**config.mk**
```make
export PLATFORM = sky130hd
export DESIGN_NAME = ctr_sense_top
export DESIGN_NICKNAME = d
export VERILOG_FILES = /design/src/core/ctr_pkg.sv /design/src/core/ctr_div_if.sv /design/src/core/ctr_refclk_div.sv /design/src/core/ctr_sense_top.sv
export SDC_FILE = /design/constraint.sdc
export NUM_CORES = 1
export LEC_CHECK = 0
export ABC_AREA = 1
export BUFFER_PORTS_ARGS = -buffer_cell sky130_fd_sc_hd__buf_4
export CAP_MARGIN = 25
export CORE_UTILIZATION = 57
export DETAILED_ROUTE_END_ITERATION = 10
export PLACE_DENSITY = 0.8
export SETUP_SLACK_MARGIN = 0.3
export SLEW_MARGIN = 20
export SYNTH_ARGS = -nofsm -noshare
export SYNTH_HDL_FRONTEND = slang
export SYNTH_HIERARCHICAL = 1
export SYNTH_SLANG_ARGS = --single-unit
```
**constraint.sdc**
```tcl
create_clock -name clk -period 2.02 [get_ports clk]
set_input_delay 0.101 -clock clk [delete_from_list [all_inputs] [get_ports clk]]
set_output_delay 0.101 -clock clk [all_outputs]
set_load 0.02 [all_outputs]
```
**src/core/ctr_pkg.sv**
```systemverilog
package ctr_pkg;

  // Bus and datapath widths
  localparam int ADDR_W = 8;
  localparam int DATA_W = 32;
  localparam int CNT_W  = 24;

  // Register offsets
  localparam logic [7:0] CTRL_OFS   = 8'h8C;
  localparam logic [7:0] COUNT_OFS  = 8'h90;
  localparam logic [7:0] STATUS_OFS = 8'hA0;
  localparam logic [7:0] MASK_OFS   = 8'hA4;

  // Control field positions, and the done bit of status and mask
  localparam int EN_BIT    = 31;
  localparam int IRQEN_BIT = 30;
  localparam int CLR_BIT   = 29;
  localparam int DIV_LSB   = 8;
  localparam int MODE_BIT  = 5;
  localparam int EXP_LSB   = 2;
  localparam int LOW_LSB   = 0;
  localparam int DONE_BIT  = 0;

  // Writable control bits and reset values
  localparam logic [31:0] CTRL_WMASK = 32'hE000_FF3F;
  localparam logic [31:0] CTRL_RST   = 32'h0000_0000;
  localparam logic        STATUS_RST = 1'b0;
  localparam logic        MASK_RST   = 1'b0;

  // Discharge lengths in clock cycles per encoding
  localparam logic [4:0] LOW_CYC0 = 5'h01;
  localparam logic [4:0] LOW_CYC1 = 5'h02;
  localparam logic [4:0] LOW_CYC2 = 5'h08;
  localparam logic [4:0] LOW_CYC3 = 5'h10;

  // Measurement sequencer states
  typedef enum logic [1:0] {
    ST_IDLE,
    ST_CHARGE,
    ST_DISCH,
    ST_DONE
  } ctr_state_t;

  // Whole state of the sense top
  typedef struct packed {
    ctr_state_t  state;
    logic [31:0] ctrl;
    logic [23:0] count;
    logic [7:0]  cycle_exponent;
    logic [4:0]  lowLeft;
    logic        status;
    logic        mask;
    logic [7:0]  dischargeEn;
    logic        irq;
    logic [31:0] rdata;
  } ctr_sense_state_t;

  // Whole state of the reference clock divider
  typedef struct packed {
    logic       sdPrev;
    logic [7:0] cnt;
    logic       refOut;
  } ctr_div_state_t;

endpackage

```
**src/core/ctr_div_if.sv**
```systemverilog
`timescale 1ns/1ps

// Link between the sense top and its reference clock divider
interface ctr_div_if;
  logic       run;
  logic [7:0] divider;
  logic       sigma_delta_clock;
  logic       refClk;

  modport master (output run, output divider, output sigma_delta_clock, input refClk);
  modport slave (input run, input divider, input sigma_delta_clock, output refClk);
endinterface

```
**src/core/ctr_refclk_div.sv**
```systemverilog
`timescale 1ns/1ps

module ctr_refclk_div (
  // Clock and reset
  input wire logic    clk,
  input wire logic    rst_b,
  // Divider link
  ctr_div_if.slave    div
);

  ctr_pkg::ctr_div_state_t s;
  ctr_pkg::ctr_div_state_t n;

  // Toggle every divider+1 rising edges of the sigma-delta clock
  always_comb begin
    n = s;
    n.sdPrev = div.sigma_delta_clock;
    if (!div.run) begin
      n.cnt = 8'h00;
      n.refOut = 1'b0;
    end else if (div.sigma_delta_clock && !s.sdPrev) begin
      if (s.cnt == div.divider) begin
        n.cnt = 8'h00;
        n.refOut = !s.refOut;
      end else begin
        n.cnt = s.cnt + 8'h01;
      end
    end
  end

  // State register
  always_ff @(posedge clk or negedge rst_b) begin
    if (!rst_b) begin
      s <= '0;
    end else begin
      s <= n;
    end
  end

  assign div.refClk = s.refOut;

  // While running, output only changes on a completed divide count
  chk_refclk_toggle: assert property (@(posedge clk)
    disable iff (!rst_b)
    (div.run && $past(div.run) && $changed(s.refOut))
      |-> ($past(s.cnt) == $past(div.divider)))
    else $error("reference clock toggled off its divide count");

endmodule

```
**src/core/ctr_sense_top.sv**
```systemverilog
// The plain strobed port is this design's own decision.
`timescale 1ns/1ps

module ctr_sense_top (
  // Clock and reset
  input  wire logic        clk,
  input  wire logic        rst_b,
  // Register port
  input  wire logic [7:0]  regAddr,
  input  wire logic [31:0] regWdata,
  input  wire logic        regWr,
  input  wire logic        regRd,
  output logic      [31:0] regRdata,
  // Analog front end
  input  wire logic        cmpHigh,
  input  wire logic [2:0]  senseSel,
  input  wire logic        sigma_delta_clock,
  output logic      [7:0]  dischargeEn,
  // Interrupt
  output logic             touchIrq
);

  ctr_pkg::ctr_sense_state_t s;
  ctr_pkg::ctr_sense_state_t n;
  ctr_div_if                 divBus ();

  logic       enBit;
  logic       irqEnBit;
  logic       clrBit;
  logic       modeBit;
  logic [2:0] cycleExp;
  logic [1:0] lowSel;
  logic [7:0] divField;
  logic       run;
  logic [7:0] target;
  logic [4:0] lowLoad;
  logic [7:0] pinOneHot;
  logic [7:0] cycleInc;
  logic       doneEvt;

  // Control fields
  assign enBit    = s.ctrl[ctr_pkg::EN_BIT];
  assign irqEnBit = s.ctrl[ctr_pkg::IRQEN_BIT];
  assign clrBit   = s.ctrl[ctr_pkg::CLR_BIT];
  assign modeBit  = s.ctrl[ctr_pkg::MODE_BIT];
  assign cycleExp = s.ctrl[ctr_pkg::EXP_LSB +: 3];
  assign lowSel   = s.ctrl[ctr_pkg::LOW_LSB +: 2];
  assign divField = s.ctrl[ctr_pkg::DIV_LSB +: 8];

  // Sensing runs only when enabled, released and in touch mode
  assign run       = enBit && !clrBit && !modeBit;
  assign target    = 8'h01 << cycleExp;
  assign pinOneHot = 8'h01 << senseSel;
  assign cycleInc  = s.cycle_exponent + 8'h01;

  // Discharge length decode
  always_comb begin
    case (lowSel)
      2'h0:    lowLoad = ctr_pkg::LOW_CYC0;
      2'h1:    lowLoad = ctr_pkg::LOW_CYC1;
      2'h2:    lowLoad = ctr_pkg::LOW_CYC2;
      2'h3:    lowLoad = ctr_pkg::LOW_CYC3;
      default: lowLoad = ctr_pkg::LOW_CYC0;
    endcase
  end

  // Last discharge of the last programmed cycle
  assign doneEvt = run && (s.state == ctr_pkg::ST_DISCH) &&
                   (s.lowLeft == 5'h01) && (cycleInc == target);

  // Reference clock divider link
  assign divBus.run     = enBit && modeBit;
  assign divBus.divider = divField;
  assign divBus.sigma_delta_clock   = sigma_delta_clock;

  ctr_refclk_div u_div (
    .clk   (clk),
    .rst_b (rst_b),
    .div   (divBus)
  );

  // Next state: registers, sequencer, interrupt and outputs
  always_comb begin
    n = s;
    // Register writes
    if (regWr) begin
      case (regAddr)
        ctr_pkg::CTRL_OFS: begin
          n.ctrl = regWdata & ctr_pkg::CTRL_WMASK;
        end
        ctr_pkg::MASK_OFS: begin
          n.mask = regWdata[ctr_pkg::DONE_BIT];
        end
        default: begin
        end
      endcase
    end
    // Sequencer
    if (!run) begin
      n.state    = ctr_pkg::ST_IDLE;
      n.cycle_exponent = 8'h00;
      n.lowLeft  = 5'h00;
      if (!enBit || clrBit) begin
        n.count = 24'h00_0000;
      end
    end else begin
      case (s.state)
        ctr_pkg::ST_IDLE: begin
          n.state = ctr_pkg::ST_CHARGE;
        end
        ctr_pkg::ST_CHARGE: begin
          if (cmpHigh) begin
            n.state   = ctr_pkg::ST_DISCH;
            n.lowLeft = lowLoad;
          end else begin
            n.count = s.count + 24'h00_0001;
          end
        end
        ctr_pkg::ST_DISCH: begin
          if (s.lowLeft == 5'h01) begin
            n.cycle_exponent = cycleInc;
            n.lowLeft  = 5'h00;
            if (cycleInc == target) begin
              n.state = ctr_pkg::ST_DONE;
            end else begin
              n.state = ctr_pkg::ST_CHARGE;
            end
          end else begin
            n.lowLeft = s.lowLeft - 5'h01;
          end
        end
        ctr_pkg::ST_DONE: begin
          n.state = ctr_pkg::ST_DONE;
        end
        default: begin
          n.state = ctr_pkg::ST_IDLE;
        end
      endcase
    end
    // Sticky done flag; a new event beats any clear
    if (regWr && (regAddr == ctr_pkg::STATUS_OFS) &&
        regWdata[ctr_pkg::DONE_BIT]) begin
      n.status = 1'b0;
    end
    if (!irqEnBit || !enBit || clrBit) begin
      n.status = 1'b0;
    end
    if (doneEvt && irqEnBit) begin
      n.status = 1'b1;
    end
    n.irq = n.status && n.mask && n.ctrl[ctr_pkg::IRQEN_BIT];
    // Pin drive: divided clock in reference mode, discharge otherwise
    if (n.ctrl[ctr_pkg::EN_BIT] && n.ctrl[ctr_pkg::MODE_BIT]) begin
      n.dischargeEn = divBus.refClk ? pinOneHot : 8'h00;
    end else if (n.state == ctr_pkg::ST_DISCH) begin
      n.dischargeEn = pinOneHot;
    end else begin
      n.dischargeEn = 8'h00;
    end
    // Read data stands for one cycle only
    n.rdata = 32'h0000_0000;
    if (regRd) begin
      case (regAddr)
        ctr_pkg::CTRL_OFS:   n.rdata = s.ctrl;
        ctr_pkg::COUNT_OFS:  n.rdata = {8'h00, s.count};
        ctr_pkg::STATUS_OFS: n.rdata = {31'h0000_0000, s.status};
        ctr_pkg::MASK_OFS:   n.rdata = {31'h0000_0000, s.mask};
        default:             n.rdata = 32'h0000_0000;
      endcase
    end
  end

  // State register
  always_ff @(posedge clk or negedge rst_b) begin
    if (!rst_b) begin
      s.state       <= ctr_pkg::ST_IDLE;
      s.ctrl        <= ctr_pkg::CTRL_RST;
      s.count       <= 24'h00_0000;
      s.cycle_exponent    <= 8'h00;
      s.lowLeft     <= 5'h00;
      s.status      <= ctr_pkg::STATUS_RST;
      s.mask        <= ctr_pkg::MASK_RST;
      s.dischargeEn <= 8'h00;
      s.irq         <= 1'b0;
      s.rdata       <= 32'h0000_0000;
    end else begin
      s <= n;
    end
  end

  // Outputs straight from flip-flops
  assign regRdata    = s.rdata;
  assign dischargeEn = s.dischargeEn;
  assign touchIrq    = s.irq;

  // Comparator trip drives the selected pin low next cycle
  chk_discharge_on_trip: assert property (@(posedge clk)
    disable iff (!rst_b)
    (run && !regWr && s.state == ctr_pkg::ST_CHARGE && cmpHigh)
      |=> (dischargeEn == (8'h01 << $past(senseSel))))
    else $error("pin not discharged after comparator trip");

  // Done only after the programmed cycle total
  chk_cycle_total: assert property (@(posedge clk)
    disable iff (!rst_b)
    $rose(s.state == ctr_pkg::ST_DONE) |-> (s.cycle_exponent == target))
    else $error("done reached with wrong cycle total");

  // Counter advances by one per charging cycle
  chk_count_charge: assert property (@(posedge clk)
    disable iff (!rst_b)
    (run && !regWr && s.state == ctr_pkg::ST_CHARGE && !cmpHigh)
      |=> (s.count == $past(s.count) + 24'h00_0001))
    else $error("count did not advance while charging");

  // Counter frozen during discharge
  chk_count_disch: assert property (@(posedge clk)
    disable iff (!rst_b)
    (s.state == ctr_pkg::ST_DISCH && !regWr)
      |=> (s.count == $past(s.count)))
    else $error("count moved during discharge");

  // Disabled block is held in reset
  chk_disable_reset: assert property (@(posedge clk)
    disable iff (!rst_b)
    (!enBit && !regWr) |=> (s.count == 24'h00_0000 && dischargeEn == 8'h00
      && !touchIrq && s.state == ctr_pkg::ST_IDLE))
    else $error("disabled block not held in reset");

  // Interrupt disable drops pending state
  chk_irq_disable: assert property (@(posedge clk)
    disable iff (!rst_b)
    (!irqEnBit && !regWr) |=> (!touchIrq && !s.status))
    else $error("interrupt pending while disabled");

  // Count clear holds zero
  chk_clear_zero: assert property (@(posedge clk)
    disable iff (!rst_b)
    (clrBit && !regWr) |=> (s.count == 24'h00_0000))
    else $error("count not held at zero by clear");

  // Code two gives eight discharge cycles
  chk_low_eight: assert property (@(posedge clk)
    disable iff (!rst_b || regWr)
    (run && s.state == ctr_pkg::ST_CHARGE && cmpHigh && lowSel == 2'h2)
      |=> (s.state == ctr_pkg::ST_DISCH) [*8] ##1
          (s.state != ctr_pkg::ST_DISCH))
    else $error("discharge length wrong for code two");

  // Finished count holds and stays flagged
  chk_done_hold: assert property (@(posedge clk)
    disable iff (!rst_b)
    (s.state == ctr_pkg::ST_DONE && run && !regWr)
      |=> (s.count == $past(s.count) && s.state == ctr_pkg::ST_DONE))
    else $error("count changed after done");

  // Count read shows count with zero upper byte
  chk_count_read: assert property (@(posedge clk)
    disable iff (!rst_b)
    (regRd && regAddr == ctr_pkg::COUNT_OFS)
      |=> (regRdata == {8'h00, $past(s.count)}))
    else $error("count read data wrong");

  // Reserved control bits read zero
  chk_reserved_zero: assert property (@(posedge clk)
    disable iff (!rst_b)
    (regRd && regAddr == ctr_pkg::CTRL_OFS)
      |=> ((regRdata & ~ctr_pkg::CTRL_WMASK) == 32'h0000_0000))
    else $error("reserved control bits read nonzero");

  // Reference mode leaves the count alone
  chk_ref_count_hold: assert property (@(posedge clk)
    disable iff (!rst_b)
    (enBit && modeBit && !clrBit && !regWr) |=> (s.count == $past(s.count)))
    else $error("count moved in reference mode");

  // Main scenarios
  cov_measure_done: cover property (@(posedge clk) disable iff (!rst_b)
    $rose(s.state == ctr_pkg::ST_DONE));
  cov_irq_raised: cover property (@(posedge clk) disable iff (!rst_b)
    $rose(touchIrq));
  cov_ref_clock: cover property (@(posedge clk) disable iff (!rst_b)
    (modeBit && enBit && $rose(dischargeEn != 8'h00)));
  cov_long_low: cover property (@(posedge clk) disable iff (!rst_b)
    (s.state == ctr_pkg::ST_DISCH && lowSel == 2'h3));

endmodule

```
==> flow_summary.json <==
{
  "power_density_mw_per_mm2": 538,
  "setup.worst_path.end_class": "register",
  "ys_async_sr_fraction": 1.00,
  "path_delay_family": "simple AND/OR/NAND/NOR gates",
  "cts_buffers": 9,
  "fin_nets": 858,
  "yosysTopAreaCell": "dfrtp_1",
  "maxCapViolations": 0,
  "grt_max_degree": 105,
  "gr-total-overflow": 0,
  "ff2ff_setup_slack_ns": 0.13,
  "drt_iter0_drc": 281,
  "nFillCells": 719,
  "syn_area_per_cell_sq_um": 8.12,
  "drcViolationCount": 0,
  "ys_seq_area_frac": 0.454,
  "grt.total_usage": 0.255,
  "cp_data_required_time_ns": 2.31,
  "period_needed_ns": 1.89,
  "port_buffers": 69,
  "antenna_found_initial": 0,
  "fp-row-count": 36,
  "routedWlPerCell_microns": 14.2,
  "cts.sinks": 104,
  "layout_common_cells": "144 x nand2_1, 105 x buf_4, 100 x dfrtp_1",
  "crit_arrival_ns": 2.18,
  "holdPathEnd": "irqEnBit",
  "synth_top_area_frac": 0.454,
  "setup_viol": 0,
  "cp_slowest_stage_delay_ns": 0.42,
  "worst-path-max-fanout": 8,
  "dp_hpwl_microns": 8940,
  "place_congestion": 0.862,
  "path_buf_inv": 1,
  "critPathKind": "register to register",
  "leakage_uw": 0.00334,
  "syn_area_sq_mm": 0.00573,
  "ctsLongestPathBuffers": 2,
  "synthTopCellsByArea": "dfrtp_1 45%, nand2_1 10%, inv_1 5.6%",
  "drtAntennaViolNets": 0,
  "die_area_sq_mm": 0.0105,
  "die_w_microns": 102,
  "reg2reg_from": "s[49]",
  "worst_pin_slew_ns": 0.616,
  "ys.flop_type": "dfrtp_1",
  "core_sq_mm": 0.00977,
  "routed_wl_microns": 13400,
  "slew_headroom": 0.587,
  "cts_tree": "done",
  "cp_cell_sequence": "ha_4 > inv_4 > nor2_4 > nand3_1 > nand3_1 > nand3_1 > nor2_2 > nand2_1 > nand2_1 > nand2_2 > nand2_2 > nand3_4 > a21oi_2",
  "run_status": "completed",
  "via_per_inst": 5.34,
  "ios": 90,
  "timing.fmax_mhz": 530,
  "crit_top_cell": "nand3_1",
  "min_from": "regWdata[30]",
  "finalCritPeriodShare": 0.935,
  "grt_pass1_vias": 4715,
  "hp-class": "primary input to register",
  "path_clk_slew_ns": 0.09,
  "first_pass_iters": 5,
  "postSynthCellCount": 706,
  "startpoint_type": "register",
  "synth_cell_types": 48,
  "cts-root-buf": "clkbuf_8",
  "vias": 5026,
  "synth_edf_count": 0,
  "vdd_ir_drop_max_mv": 0.420,
  "skew_ns": 0.0130,
  "crit_slowest_cell": "dfrtp_2",
  "final_layout_size_suffix_gt1_frac": 0.294,
  "setup_tns_ns": 0,
  "cts-htree-levels": 3,
  "die_height_microns": 102,
  "synth_warnings": 6,
  "hold_path_depth": 3,
  "rsz0062_at_grt": "true",
  "area_growth_syn_to_layout_pct": 22.5,
  "critical_path_cell_count": 13,
  "utilization": 0.718,
  "yosys_register_bits": 104,
  "diodes": 0,
  "initial_core_util": 0.586,
  "hold_violations": 0,
  "final_common_cell": "nand2_1",
  "regToRegEndpoint": "dischargeEn[5]",
  "clock_latency_ns": 0.37,
  "drv_slew": 0,
  "grt_first_pass_wirelength_microns": 20800,
  "r2r_cells": 13
}
[synth_stat cells, types with 2 or more instances]
| cell type | instances |
|---|---|
| nand3_4 | 2 |
| nand3b_1 | 2 |
| a21oi_1 | 45 |
| o22ai_1 | 9 |
| dfrtp_1 | 104 |
| nand2_2 | 6 |
| nand2_1 | 157 |
| a21oi_2 | 2 |
| nor2_2 | 8 |
| nand3_2 | 2 |
| xnor2_1 | 3 |
| nor2_1 | 53 |
| mux2_2 | 11 |
| inv_1 | 86 |
| nor2_4 | 7 |
| or2_1 | 2 |
| nand3_1 | 43 |
| o21ai_2 | 2 |
| o21ai_0 | 22 |
| nand4_1 | 12 |
| inv_4 | 2 |
| buf_4 | 40 |
| a31oi_1 | 2 |
| ha_1 | 5 |
| nor4_1 | 2 |
| nor2_8 | 2 |
| nand2_4 | 3 |
| and3_1 | 2 |
| buf_2 | 3 |
| o21ai_1 | 2 |
| inv_2 | 17 |
| xor2_1 | 8 |
| clkbuf_1 | 3 |
| nor3_1 | 23 |
[power by group]
part | switching [uW] | total (uW) | internal (uW)
clock network | 682 | 1320 | 639
logic | 193 | 329 | 135
registers | 22.2 | 2120 | 2100
total | 897 | 3770 | 2880
[worst max path at each step]
stage                      to  slack [ns]   from
2_1_floorplan  dischargeEn[0]        0.33  s[48]
3_3_place_gp   dischargeEn[0]        0.17  s[48]
3_5_place_dp   dischargeEn[3]        0.11  s[48]
4_1_cts        dischargeEn[3]        0.17  s[48]
5_1_grt        dischargeEn[5]       -0.02  s[49]
6_report       dischargeEn[5]        0.13  s[49]
[metrics by stage]
step | total power [uW] | hold slack [ns] | instances | area (sq um) | setup slack (ns)
after global routing | 3920 | 0.0388 | 942 | 7020 | -0.0239
final | 3770 | 0.0244 | 942 | 7020 | 0.132
after CTS | 3790 | 0.00995 | 926 | 6720 | 0.170
after global placement | 2440 | 0.208 | 878 | 6200 | 0.168
after detailed placement | 2450 | 0.212 | 878 | 6200 | 0.114
after floorplan | 2310 | -0.195 | 710 | 5740 | 0.327
[flip-flops by register name (all words and copies together) (netlist names)]
signal and count:
clrBit 1, u_div/div.refClk 1, regRdata 27, s 41
lowSel 2, dischargeEn 8, touchIrq 1, cycleExp 3
modeBit 1, u_div/s 9, enBit 1, irqEnBit 1
divBus.divider 8
[cell type report]
type                       instances  area, sq um  area share
sequential                       104         2610       0.371
multi-input combinational        454         2600       0.371
timing repair buffer             129         1040       0.148
inverter                         106          405      0.0577
tap                              133          166      0.0237
clock buffer                      13          159      0.0226
clock inverter                     3         40.0     0.00570
[layer usage]
| metal | track usage | routed length, microns |
|---|---|---|
| met4 | 0.0945 | 278 |
| met5 | 0 | 0 |
| met1 | 0.312 | 5380 |
| met2 | 0.447 | 7140 |
| met3 | 0.0492 | 610 |
[logic make-up (layout without fill, tap and decap cells)]
| family | Yosys count | count (layout) | synth area share |
|---|---|---|---|
| multiplexers | 11 | 11 | 0.0216 |
| adder cells (fa/ha/maj) | 5 | 5 | 0.0109 |
| flip-flops | 104 | 104 | 0.454 |
| AND/OR/NAND/NOR | 331 | 331 | 0.280 |
| XOR/XNOR | 11 | 11 | 0.0168 |
| buffers and inverters | 152 | 251 | 0.127 |
| AO/OA/AOI/OAI | 91 | 91 | 0.0887 |
| other | 1 | 5 | 0.000655 |
[worst register-to-register path, delay by kind of cell (launching register included)]
family	cells	cell delay [ns]
simple gates	10	0.97
buf+inv	1	0.05
flops	1	0.42
compound gates	1	0.19
fa+ha+maj	1	0.18
[repair_timing]
action,4_1_cts,5_1_grt
endpoints found under the setup margin,35,38
resized for setup,7,52
hold endpoints to repair,127,0
buffers inserted,11,16
pin swaps,4,22
hold buffers,21,0
No activity file was read; power rests on OpenSTA's default activity.
